$ cat config.mk
export PLATFORM = sky130hd
export DESIGN_NAME = init_addr_and_interrupt_mask_regs
export DESIGN_NICKNAME = d
export VERILOG_FILES = /design/src/rtl/regs_pkg.sv /design/src/rtl/init_addr_and_interrupt_mask_regs.sv
export VERILOG_INCLUDE_DIRS = /design/src /design/src/rtl
export SDC_FILE = /design/constraint.sdc
export NUM_CORES = 1
export LEC_CHECK = 0
export BUFFER_PORTS_ARGS = -buffer_cell sky130_fd_sc_hd__buf_2
export CELL_PAD_IN_SITES_DETAIL_PLACEMENT = 1
export CELL_PAD_IN_SITES_GLOBAL_PLACEMENT = 2
export CORE_UTILIZATION = 37
export DETAILED_ROUTE_END_ITERATION = 16
export PLACE_DENSITY_LB_ADDON = 0.1
export SKIP_CTS_REPAIR_TIMING = 1
export SLEW_MARGIN = 10
export SYNTH_ARGS = -nofsm -noshare
export SYNTH_HDL_FRONTEND = slang
export SYNTH_SLANG_ARGS = --single-unit
$ cat constraint.sdc
create_clock -name ref_clk_i -period 5.2 [get_ports ref_clk_i]
set_clock_uncertainty 0.1 [all_clocks]
set_input_delay 1.04 -clock ref_clk_i [delete_from_list [all_inputs] [get_ports ref_clk_i]]
set_output_delay 1.04 -clock ref_clk_i [all_outputs]
set_load 0.02 [all_outputs]
$ cat src/rtl/regs_cfg.svh
// Notes on behaviour
// - low init address register and its alias share one storage.
// - init address registers are read/write and ignore all resets and stop.
// - with 32-bit structures the high byte tops only the init address.
// - with 16-bit structures the high byte is prepended to every 24-bit address.
// - with 16-bit structures on-chip address top bytes become the high byte.
// - each write to the high init register also updates its alias.
// - init address bits 23-16 come from high register bits 7-0.
// - receive mask blocks receive flag from summary; hw reset sets, sw reset clears.
// - transmit mask blocks transmit flag; hw reset sets, sw reset clears.
// - init-done mask blocks init-done flag; both resets clear it.
// - writes to obsolete bits 12, 11 and 6 are ignored.
// - reserved bits 15-13, 7 and 31-16 read zero.
// - look-ahead raises receive interrupt after first and last descriptor writes.
// - look-ahead begins each packet at a start-marked descriptor.
// - after last descriptor, scan following entries whatever their ownership.
// - scanned device-held unmarked entries get ownership cleared; host-held skipped.
// - marked host-held entry stops the scan and is polled periodically.
// - marked device-held entry stops the scan and waits for the next frame.
// - look-ahead enable cleared by both resets, kept by stop.
// - bit 4 disables two-part deferral; both resets clear it.
// - bit 3 selects modified back-off; both resets clear it.
// - receive flag cleared by writing one; writing zero does nothing.
// - interrupt output active when summary flag and global enable are set.
`ifndef REGS_CFG_SVH
`define REGS_CFG_SVH
// ****************************************
// register byte addresses
// ****************************************
`define ADR_CTRL 8'h00
`define ADR_INIT_LO 8'h04
`define ADR_INIT_HI 8'h08
`define ADR_MASK 8'h0c
`define ADR_STATUS 8'h10
`define ADR_LO_ALIAS 8'h40
`define ADR_HI_ALIAS 8'h44
// ****************************************
// field positions
// ****************************************
`define B_STOP 0
`define B_SRST 1
`define B_SS32 2
`define B_GIE 3
`define B_RX_MASK 10
`define B_TX_MASK 9
`define B_ID_MASK 8
`define B_LAPP 5
`define B_DX2PD 4
`define B_MBO 3
`define B_RX_FLAG 10
`define B_TX_FLAG 9
`define B_ID_FLAG 8
`define B_SUM_FLAG 7
// ****************************************
// reset values and responses
// ****************************************
`define RST_RX_MASK 1'b1
`define RST_TX_MASK 1'b1
`define RESP_OKAY 2'b00
`define RESP_SLVERR 2'b10
// ****************************************
// timing
// ****************************************
`define CLK_NS 25
`define POLL_TIME_NS 1000
`define POLL_CYCLES ((`POLL_TIME_NS + `CLK_NS - 1) / `CLK_NS)
`endif

$ cat src/rtl/regs_pkg.sv
package regs_pkg;
	typedef enum logic [2:0] {
		SC_IDLE = 3'b000,
		SC_READ = 3'b001,
		SC_EVAL = 3'b010,
		SC_CLEAR = 3'b011,
		SC_POLL = 3'b100,
		SC_HOLD = 3'b101
	} scan_state_t;
endpackage

$ cat src/rtl/init_addr_and_interrupt_mask_regs.sv
`timescale 1ns/10ps
`default_nettype none
`include "regs_cfg.svh"
module init_addr_and_interrupt_mask_regs import regs_pkg::*; #(
	parameter int RING_AW = 7,
	parameter int POLL_CYC = `POLL_CYCLES
) (
	// clock and reset
	input wire logic ref_clk_i,
	input wire logic rst_n_i,
	// axi4-lite slave
	input wire logic [7:0] s_axi_awaddr_i,
	input wire logic s_axi_awvalid_i,
	output logic s_axi_awready_o,
	input wire logic [31:0] s_axi_wdata_i,
	input wire logic [3:0] s_axi_wstrb_i,
	input wire logic s_axi_wvalid_i,
	output logic s_axi_wready_o,
	output logic [1:0] s_axi_bresp_o,
	output logic s_axi_bvalid_o,
	input wire logic s_axi_bready_i,
	input wire logic [7:0] s_axi_araddr_i,
	input wire logic s_axi_arvalid_i,
	output logic s_axi_arready_o,
	output logic [31:0] s_axi_rdata_o,
	output logic [1:0] s_axi_rresp_o,
	output logic s_axi_rvalid_o,
	input wire logic s_axi_rready_i,
	// events
	input wire logic rx_first_desc_wr_i,
	input wire logic rx_last_desc_wr_i,
	input wire logic tx_done_i,
	input wire logic init_done_i,
	output logic interrupt_output_o,
	// configuration
	output logic [31:0] init_block_address_o,
	output logic software_struct_32bit_o,
	output logic lookahead_enable_o,
	output logic disable_two_part_deferral_o,
	output logic modified_backoff_enable_o,
	// bus master address formation
	input wire logic [31:0] bm_addr_raw_i,
	input wire logic bm_addr_valid_i,
	output logic [31:0] bm_addr_o,
	output logic bm_addr_valid_o,
	// start-of-packet scan
	input wire logic [RING_AW-1:0] ring_last_i,
	output logic [RING_AW-1:0] ring_index_o,
	output logic desc_rd_req_o,
	input wire logic desc_rd_done_i,
	input wire logic desc_own_i,
	input wire logic desc_sop_i,
	output logic desc_clr_own_o,
	input wire logic desc_wr_done_i,
	output logic scan_hold_o,
	input wire logic frame_start_i
);
	// ****************************************
	// parameter checks
	// ****************************************
	if (RING_AW < 1 || RING_AW > 16) begin : g_bad_aw
		$error("RING_AW out of range");
	end
	if (POLL_CYC < 1 || POLL_CYC > 65535) begin : g_bad_poll
		$error("POLL_CYC out of range");
	end

	// ****************************************
	// axi write channel
	// ****************************************
	logic aw_got_reg, w_got_reg, awready_reg, wready_reg, bvalid_reg;
	logic [1:0] bresp_reg;
	logic [7:0] waddr_reg;
	logic [31:0] wdata_reg;
	logic [3:0] wstrb_reg;
	logic aw_got_next, w_got_next;
	wire aw_take_w = s_axi_awvalid_i & awready_reg;
	wire w_take_w = s_axi_wvalid_i & wready_reg;
	wire wr_fire_w = aw_got_reg & w_got_reg & ~bvalid_reg;
	wire wr_ctrl_w = wr_fire_w & (waddr_reg == `ADR_CTRL);
	wire wr_lo_w = wr_fire_w & ((waddr_reg == `ADR_INIT_LO) | (waddr_reg == `ADR_LO_ALIAS));
	wire wr_hi_w = wr_fire_w & (waddr_reg == `ADR_INIT_HI);
	wire wr_hia_w = wr_fire_w & (waddr_reg == `ADR_HI_ALIAS);
	wire wr_mask_w = wr_fire_w & (waddr_reg == `ADR_MASK);
	wire wr_stat_w = wr_fire_w & (waddr_reg == `ADR_STATUS);
	wire wr_hit_w = wr_ctrl_w | wr_lo_w | wr_hi_w | wr_hia_w | wr_mask_w | wr_stat_w;
	wire stop_w = wr_ctrl_w & wstrb_reg[0] & wdata_reg[`B_STOP];
	wire srst_w = wr_ctrl_w & wstrb_reg[0] & wdata_reg[`B_SRST];

	always_comb begin
		aw_got_next = wr_fire_w ? 1'b0 : (aw_got_reg | aw_take_w);
		w_got_next = wr_fire_w ? 1'b0 : (w_got_reg | w_take_w);
	end

	always_ff @(posedge ref_clk_i or negedge rst_n_i) begin
		if (!rst_n_i) begin
			aw_got_reg <= 1'b0;
			w_got_reg <= 1'b0;
			awready_reg <= 1'b0;
			wready_reg <= 1'b0;
			bvalid_reg <= 1'b0;
			bresp_reg <= `RESP_OKAY;
			waddr_reg <= 8'h00;
			wdata_reg <= 32'h0000_0000;
			wstrb_reg <= 4'h0;
		end else begin
			aw_got_reg <= aw_got_next;
			w_got_reg <= w_got_next;
			awready_reg <= ~aw_got_next & ~(bvalid_reg & ~s_axi_bready_i);
			wready_reg <= ~w_got_next & ~(bvalid_reg & ~s_axi_bready_i);
			if (aw_take_w) begin
				waddr_reg <= {s_axi_awaddr_i[7:2], 2'b00};
			end
			if (w_take_w) begin
				wdata_reg <= s_axi_wdata_i;
				wstrb_reg <= s_axi_wstrb_i;
			end
			if (wr_fire_w) begin
				bvalid_reg <= 1'b1;
				bresp_reg <= wr_hit_w ? `RESP_OKAY : `RESP_SLVERR;
			end else if (s_axi_bready_i) begin
				bvalid_reg <= 1'b0;
			end
		end
	end

	function automatic logic [15:0] merge16(input logic [15:0] old, input logic [31:0] d,
		input logic [3:0] s);
		merge16 = {s[1] ? d[15:8] : old[15:8], s[0] ? d[7:0] : old[7:0]};
	endfunction

	// ****************************************
	// init block address storage
	// ****************************************
	// no reset here: contents must survive every reset and stop
	logic [15:0] init_lo_reg, init_hi_reg, init_hia_reg;
	always_ff @(posedge ref_clk_i) begin
		if (wr_lo_w) begin
			init_lo_reg <= merge16(init_lo_reg, wdata_reg, wstrb_reg);
		end
		if (wr_hi_w) begin
			init_hi_reg <= merge16(init_hi_reg, wdata_reg, wstrb_reg);
		end
		if (wr_hi_w) begin
			init_hia_reg <= merge16(init_hi_reg, wdata_reg, wstrb_reg);
		end else if (wr_hia_w) begin
			init_hia_reg <= merge16(init_hia_reg, wdata_reg, wstrb_reg);
		end
	end
	wire [7:0] high_byte_w = init_hi_reg[15:8];
	wire [31:0] init_addr_w = {high_byte_w, init_hi_reg[7:0], init_lo_reg};

	// ****************************************
	// control, masks and options
	// ****************************************
	logic ss32_reg, gie_reg;
	logic rx_mask_reg, tx_mask_reg, id_mask_reg, lapp_reg, dx2pd_reg, mbo_reg;
	always_ff @(posedge ref_clk_i or negedge rst_n_i) begin
		if (!rst_n_i) begin
			ss32_reg <= 1'b0;
			gie_reg <= 1'b0;
			rx_mask_reg <= `RST_RX_MASK;
			tx_mask_reg <= `RST_TX_MASK;
			id_mask_reg <= 1'b0;
			lapp_reg <= 1'b0;
			dx2pd_reg <= 1'b0;
			mbo_reg <= 1'b0;
		end else if (srst_w) begin
			ss32_reg <= 1'b0;
			gie_reg <= 1'b0;
			rx_mask_reg <= 1'b0;
			tx_mask_reg <= 1'b0;
			id_mask_reg <= 1'b0;
			lapp_reg <= 1'b0;
			dx2pd_reg <= 1'b0;
			mbo_reg <= 1'b0;
		end else begin
			if (stop_w) begin
				gie_reg <= 1'b0;
			end else if (wr_ctrl_w & wstrb_reg[0]) begin
				gie_reg <= wdata_reg[`B_GIE];
			end
			if (wr_ctrl_w & wstrb_reg[0]) begin
				ss32_reg <= wdata_reg[`B_SS32];
			end
			// obsolete bits 12, 11, 6 have no storage at all
			if (wr_mask_w & wstrb_reg[1]) begin
				rx_mask_reg <= wdata_reg[`B_RX_MASK];
				tx_mask_reg <= wdata_reg[`B_TX_MASK];
				id_mask_reg <= wdata_reg[`B_ID_MASK];
			end
			if (wr_mask_w & wstrb_reg[0]) begin
				lapp_reg <= wdata_reg[`B_LAPP];
				dx2pd_reg <= wdata_reg[`B_DX2PD];
				mbo_reg <= wdata_reg[`B_MBO];
			end
		end
	end

	// ****************************************
	// interrupt flags and summary
	// ****************************************
	logic rx_flag_reg, tx_flag_reg, id_flag_reg, irq_reg;
	wire clr_byte_w = wr_stat_w & wstrb_reg[1];
	wire rx_clr_w = clr_byte_w & wdata_reg[`B_RX_FLAG];
	wire tx_clr_w = clr_byte_w & wdata_reg[`B_TX_FLAG];
	wire id_clr_w = clr_byte_w & wdata_reg[`B_ID_FLAG];
	wire rx_ev_w = rx_last_desc_wr_i | (lapp_reg & rx_first_desc_wr_i);
	wire summary_w = (rx_flag_reg & ~rx_mask_reg) | (tx_flag_reg & ~tx_mask_reg)
		| (id_flag_reg & ~id_mask_reg);
	always_ff @(posedge ref_clk_i or negedge rst_n_i) begin
		if (!rst_n_i) begin
			rx_flag_reg <= 1'b0;
			tx_flag_reg <= 1'b0;
			id_flag_reg <= 1'b0;
			irq_reg <= 1'b0;
		end else begin
			if (srst_w | stop_w) begin
				rx_flag_reg <= 1'b0;
				tx_flag_reg <= 1'b0;
				id_flag_reg <= 1'b0;
			end else begin
				// an event in the clearing cycle is kept
				rx_flag_reg <= rx_ev_w | (rx_flag_reg & ~rx_clr_w);
				tx_flag_reg <= tx_done_i | (tx_flag_reg & ~tx_clr_w);
				id_flag_reg <= init_done_i | (id_flag_reg & ~id_clr_w);
			end
			irq_reg <= summary_w & gie_reg;
		end
	end

	// ****************************************
	// bus master address formation
	// ****************************************
	logic [31:0] bm_addr_reg, init_out_reg;
	logic bm_valid_reg;
	wire [31:0] bm_fixed_w = software_struct_32bit_o ? bm_addr_raw_i
		: {high_byte_w, bm_addr_raw_i[23:0]};
	always_ff @(posedge ref_clk_i or negedge rst_n_i) begin
		if (!rst_n_i) begin
			bm_addr_reg <= 32'h0000_0000;
			bm_valid_reg <= 1'b0;
			init_out_reg <= 32'h0000_0000;
		end else begin
			bm_valid_reg <= bm_addr_valid_i;
			if (bm_addr_valid_i) begin
				bm_addr_reg <= bm_fixed_w;
			end
			init_out_reg <= init_addr_w;
		end
	end

	// ****************************************
	// start-of-packet scan
	// ****************************************
	// one ring entry per read; a long skipped run costs one read each
	scan_state_t st_reg, st_next;
	logic [RING_AW-1:0] idx_reg, idx_next;
	logic [15:0] poll_reg, poll_next;
	logic rd_reg, rd_next, clr_reg, clr_next, hold_reg, hold_next;
	wire [RING_AW-1:0] idx_inc_w = (idx_reg == ring_last_i) ? '0
		: idx_reg + {{(RING_AW-1){1'b0}}, 1'b1};
	logic own_q_reg, sop_q_reg;

	always_comb begin
		st_next = st_reg;
		idx_next = idx_reg;
		poll_next = poll_reg;
		rd_next = 1'b0;
		clr_next = 1'b0;
		hold_next = 1'b0;
		case (st_reg)
			SC_IDLE: begin
				if (lapp_reg & rx_last_desc_wr_i) begin
					idx_next = idx_inc_w;
					st_next = SC_READ;
					rd_next = 1'b1;
				end
			end
			SC_READ: begin
				rd_next = ~desc_rd_done_i;
				if (desc_rd_done_i) begin
					st_next = SC_EVAL;
				end
			end
			SC_EVAL: begin
				if (sop_q_reg & own_q_reg) begin
					st_next = SC_HOLD;
					hold_next = 1'b1;
				end else if (sop_q_reg) begin
					st_next = SC_POLL;
					poll_next = 16'(POLL_CYC - 1);
				end else if (own_q_reg) begin
					st_next = SC_CLEAR;
					clr_next = 1'b1;
				end else begin
					idx_next = idx_inc_w;
					st_next = SC_READ;
					rd_next = 1'b1;
				end
			end
			SC_CLEAR: begin
				clr_next = ~desc_wr_done_i;
				if (desc_wr_done_i) begin
					idx_next = idx_inc_w;
					st_next = SC_READ;
					rd_next = 1'b1;
				end
			end
			SC_POLL: begin
				if (poll_reg == 16'h0000) begin
					st_next = SC_READ;
					rd_next = 1'b1;
				end else begin
					poll_next = poll_reg - 16'h0001;
				end
			end
			SC_HOLD: begin
				hold_next = ~frame_start_i;
				if (frame_start_i) begin
					st_next = SC_IDLE;
				end
			end
			default: begin
				st_next = SC_IDLE;
			end
		endcase
	end

	always_ff @(posedge ref_clk_i or negedge rst_n_i) begin
		if (!rst_n_i) begin
			st_reg <= SC_IDLE;
			idx_reg <= '0;
			poll_reg <= 16'h0000;
			rd_reg <= 1'b0;
			clr_reg <= 1'b0;
			hold_reg <= 1'b0;
			own_q_reg <= 1'b0;
			sop_q_reg <= 1'b0;
		end else if (srst_w | stop_w) begin
			st_reg <= SC_IDLE;
			idx_reg <= '0;
			rd_reg <= 1'b0;
			clr_reg <= 1'b0;
			hold_reg <= 1'b0;
		end else begin
			st_reg <= st_next;
			idx_reg <= idx_next;
			poll_reg <= poll_next;
			rd_reg <= rd_next;
			clr_reg <= clr_next;
			hold_reg <= hold_next;
			if (st_reg == SC_READ && desc_rd_done_i) begin
				own_q_reg <= desc_own_i;
				sop_q_reg <= desc_sop_i;
			end
		end
	end

	// ****************************************
	// axi read channel
	// ****************************************
	logic arready_reg, rvalid_reg;
	logic [31:0] rdata_reg;
	logic [1:0] rresp_reg;
	wire [7:0] ra_w = {s_axi_araddr_i[7:2], 2'b00};
	wire [31:0] rd_ctrl_w = {28'h0000000, gie_reg, ss32_reg, 2'b00};
	wire [31:0] rd_mask_w = {16'h0000, 5'h00, rx_mask_reg, tx_mask_reg, id_mask_reg,
		2'b00, lapp_reg, dx2pd_reg, mbo_reg, 3'b000};
	wire [31:0] rd_stat_w = {16'h0000, 5'h00, rx_flag_reg, tx_flag_reg, id_flag_reg,
		summary_w, 7'h00};
	wire rd_hit_w = (ra_w == `ADR_CTRL) | (ra_w == `ADR_INIT_LO) | (ra_w == `ADR_INIT_HI)
		| (ra_w == `ADR_MASK) | (ra_w == `ADR_STATUS) | (ra_w == `ADR_LO_ALIAS)
		| (ra_w == `ADR_HI_ALIAS);
	wire [31:0] rd_word_w =
		(ra_w == `ADR_CTRL) ? rd_ctrl_w :
		((ra_w == `ADR_INIT_LO) | (ra_w == `ADR_LO_ALIAS)) ? {16'h0000, init_lo_reg} :
		(ra_w == `ADR_INIT_HI) ? {16'h0000, init_hi_reg} :
		(ra_w == `ADR_HI_ALIAS) ? {16'h0000, init_hia_reg} :
		(ra_w == `ADR_MASK) ? rd_mask_w :
		(ra_w == `ADR_STATUS) ? rd_stat_w : 32'h0000_0000;
	wire ar_take_w = s_axi_arvalid_i & arready_reg;

	always_ff @(posedge ref_clk_i or negedge rst_n_i) begin
		if (!rst_n_i) begin
			arready_reg <= 1'b0;
			rvalid_reg <= 1'b0;
			rdata_reg <= 32'h0000_0000;
			rresp_reg <= `RESP_OKAY;
		end else if (ar_take_w) begin
			arready_reg <= 1'b0;
			rvalid_reg <= 1'b1;
			rdata_reg <= rd_word_w;
			rresp_reg <= rd_hit_w ? `RESP_OKAY : `RESP_SLVERR;
		end else if (rvalid_reg & s_axi_rready_i) begin
			rvalid_reg <= 1'b0;
			arready_reg <= 1'b1;
		end else if (~rvalid_reg) begin
			arready_reg <= 1'b1;
		end
	end

	// ****************************************
	// outputs
	// ****************************************
	assign s_axi_awready_o = awready_reg;
	assign s_axi_wready_o = wready_reg;
	assign s_axi_bvalid_o = bvalid_reg;
	assign s_axi_bresp_o = bresp_reg;
	assign s_axi_arready_o = arready_reg;
	assign s_axi_rvalid_o = rvalid_reg;
	assign s_axi_rdata_o = rdata_reg;
	assign s_axi_rresp_o = rresp_reg;
	assign interrupt_output_o = irq_reg;
	assign init_block_address_o = init_out_reg;
	assign software_struct_32bit_o = ss32_reg;
	assign lookahead_enable_o = lapp_reg;
	assign disable_two_part_deferral_o = dx2pd_reg;
	assign modified_backoff_enable_o = mbo_reg;
	assign bm_addr_o = bm_addr_reg;
	assign bm_addr_valid_o = bm_valid_reg;
	assign ring_index_o = idx_reg;
	assign desc_rd_req_o = rd_reg;
	assign desc_clr_own_o = clr_reg;
	assign scan_hold_o = hold_reg;
endmodule
`default_nettype wire

==> metrics.md <==
| Metric | Value |
|---|---|
| PD cells | `488 nW/um^2` |
| Worst r2r path cells | `4` |
| Overflow after GRT | `0` |
| Largest net degree at the start of global routing | `79` |
| TNS Setup | `0 ns` |
| # clock sinks | `205` |
| CTS tree | `built` |
| Crit-path max FO | `33` |
| Die area | `24700 um^2` |
| Post-route ant nets | `0` |
| Synthesis Warnings | `0` |
| CTS clk-pin slew, worst paths | `0.06 ns` |
| Min cycle time layout | `2.98 ns` |
| Worst Path Required | `5.35 ns` |
| # IOs | `229` |
| Total Routing Usage GR | `0.196` |
| Biggest area consumer among synthesized cells | `dfrtp_1` |
| Drt pass-1 iters | `5` |
| Worst min path class | `flip-flop to flip-flop` |
| Count of different cell masters after synthesis | `65` |
| Primary flip-flop cell chosen by synthesis mapping | `dfrtp_1` |
| Headroom to the max-slew limit | `0.249` |
| Most common cell after layout, fill and taps aside | `buf_2` |
| Port-buffer cells | `188` |
| Number of maximum-capacitance violations | `0` |
| Worst Tran Pin Value | `1.12 ns` |
| Seq pwr share | `0.446` |
| Power consumption | `5300 uW` |
| Die W | `157 um` |
| Core area | `23500 um^2` |
| Psw | `1740 uW` |
| Rows | `56` |
| Type of the worst setup path | `flip-flop to flip-flop` |
| Pleak | `0.00462 uW` |
| Top cell type's share of synthesized area | `0.436` |
| Layout cells sized above 1 | `0.357` |
| Logic gate share of total power | `0.243` |
| Cells after synthesis | `730` |
| Num CTS Buffers | `23` |
| FF-to-FF End | `init_hia_reg[9]` |
| Post-DR vias/cell | `5.17` |
| CTS Buffer Depth | `3` |
| First-pass GRT wire length | `37300 um` |
| Starting Density | `0.378` |
| Arrival time of the worst setup path | `3.12 ns` |
| Number of global-route vias before repair | `6865` |
| Crit. End Element | `flip-flop` |
| Hold-critical path depth | `0` |
| Asr flop ratio synth | `0.766` |
| Number of synthesized flops with an enable pin | `48` |
| Area Growth Syn to Fin | `22.1%` |
| Hold EP | `init_block_address_o[2]` |
| FF-to-FF Start | `s_axi_bvalid_o` |
| DR vias | `6485` |
| Drt drc | `0` |
| GP Congestion | `0.807` |
| # nets final | `1028` |
| Max Clock Freq | `336 MHz` |
| Status | `complete, no violations` |
| Clock power frac | `0.310` |
| Estimated wirelength of the detail-placed design | `17100 um` |
| Fin. Hold Viols | `0` |
| DR WL/cell | `19.0 um` |
| Min-delay src | `init_lo_reg[2]` |
| Iter 0 DRT Violations | `363` |
| Commonest non-fill, non-tap cells in the layout | `buf_2, dfrtp_1, mux2_2` |
| Largest cells by area after synthesis | `dfrtp_1, edfxtp_1, mux2_2, nand2_1, o21ai_0` |
| Switching Fraction | `0.328` |
| Startpoint class of the critical path | `flip-flop` |
| Synthesized area | `8890 um^2` |
| # setup viols final | `0` |
| Int Pwr | `3560 uW` |
| Root buf cell | `clkbuf_16` |
| Avg Cell Area, Syn | `12.2 um^2` |
| # H-tree levels | `1` |
| Sequential share of the synthesized area | `0.604` |
| Slew Viols, Final | `0` |
| Die height | `157 um` |
| Seq cells post-synth | `205` |
| Worst VDD drop | `0.231 mV` |
| Unrepaired setup endpoints after global routing | `false` |
| Flop2flop setup slack | `2.22 ns` |
| Fin crit share | `0.572` |
| Initial antenna violation count | `1` |
| Routed WL | `23800 um` |
| Clk_lat worst skew | `0.51 ns` |
-- routing by layer --
layer / GRT usage / share of wire / up-vias / wire length (um)
met5: 0 / 0 / - / 0
met4: 0.0593 / 0.018 / 0 / 436
met3: 0.0308 / 0.048 / 28 / 1140
met2: 0.345 / 0.50 / 173 / 11800
met1: 0.246 / 0.44 / 3256 / 10500
li1: - / - / 3028 / -
-- through the flow --
stage                     worst slack (ns)  cell area (um^2)  cells  hold slack [ns]   util
after floorplan                       2.56              8950    747            0.250      -
after global placement                1.91             10100   1211            0.263  0.428
after detailed placement              1.83             10100   1211            0.266  0.428
after CTS                             2.23             10900   1253            0.273  0.461
after global routing                  2.06             10900   1254            0.278  0.461
final                                 2.22             10900   1254            0.271  0.461
-- power by group through the flow --
stage                     clock network, uW  registers [uW]  logic, uW
final                                  1650            2360       1290
after global routing                   1750            2420       1440
after CTS                              1690            2370       1300
after detailed placement                  0            2390       1300
after global placement                    0            2370       1240
after floorplan                           0            2330        913
-- layout make-up --
| type | count | area (um^2) |
|---|---|---|
| Antenna cell | 1 | 2.50 |
| Clock buffer | 32 | 671 |
| Clock inverter | 10 | 105 |
| Fill cell | 2589 | 12700 |
| Inverter | 20 | 75.1 |
| Multi-Input combinational cell | 472 | 3230 |
| Sequential cell | 205 | 5370 |
| Tap cell | 319 | 399 |
| Timing Repair Buffer | 195 | 1000 |
-- cell usage after synthesis, types with 15 or more instances --
library cell  number
dfrtp_1          155
mux2_2            80
nand2_1           57
edfxtp_1          48
nor2_1            44
o21ai_0           35
a21oi_1           31
clkbuf_1          20
inv_1             20
buf_4             19
mux2i_1           16
a31oi_1           15
-- kinds of logic after synthesis --
| logic type | share of synthesized area |
|---|---|
| flops | 0.604 |
| mux | 0.119 |
| xor+xnor | 0.00788 |
| compound gates | 0.105 |
| fa+ha+maj | 0.00422 |
| other cells | 0.000422 |
| simple gates | 0.119 |
| buf+inv | 0.0401 |
-- worst max-delay path, cell delays in order, from the launching register on --
cell and delay, ns:
dfrtp_1 0.40, nand3b_1 0.41, or2_2 0.50, nor2_4 0.86
mux2_2 0.42
-- worst max-delay path by stage --
stage	start	endpoint	slack, ns	depth (start not counted)
2_1_floorplan	s_axi_araddr_i[4]	s_axi_rdata_o[7]	2.56	7
3_3_place_gp	s_axi_araddr_i[4]	s_axi_rdata_o[13]	1.91	6
3_5_place_dp	s_axi_araddr_i[4]	s_axi_rdata_o[14]	1.83	6
4_1_cts	s_axi_bvalid_o	init_hia_reg[9]	2.23	4
5_1_grt	s_axi_bvalid_o	init_hia_reg[6]	2.06	4
6_report	s_axi_bvalid_o	init_hia_reg[9]	2.22	4
Note: power is estimated with default switching activity, not from simulation.
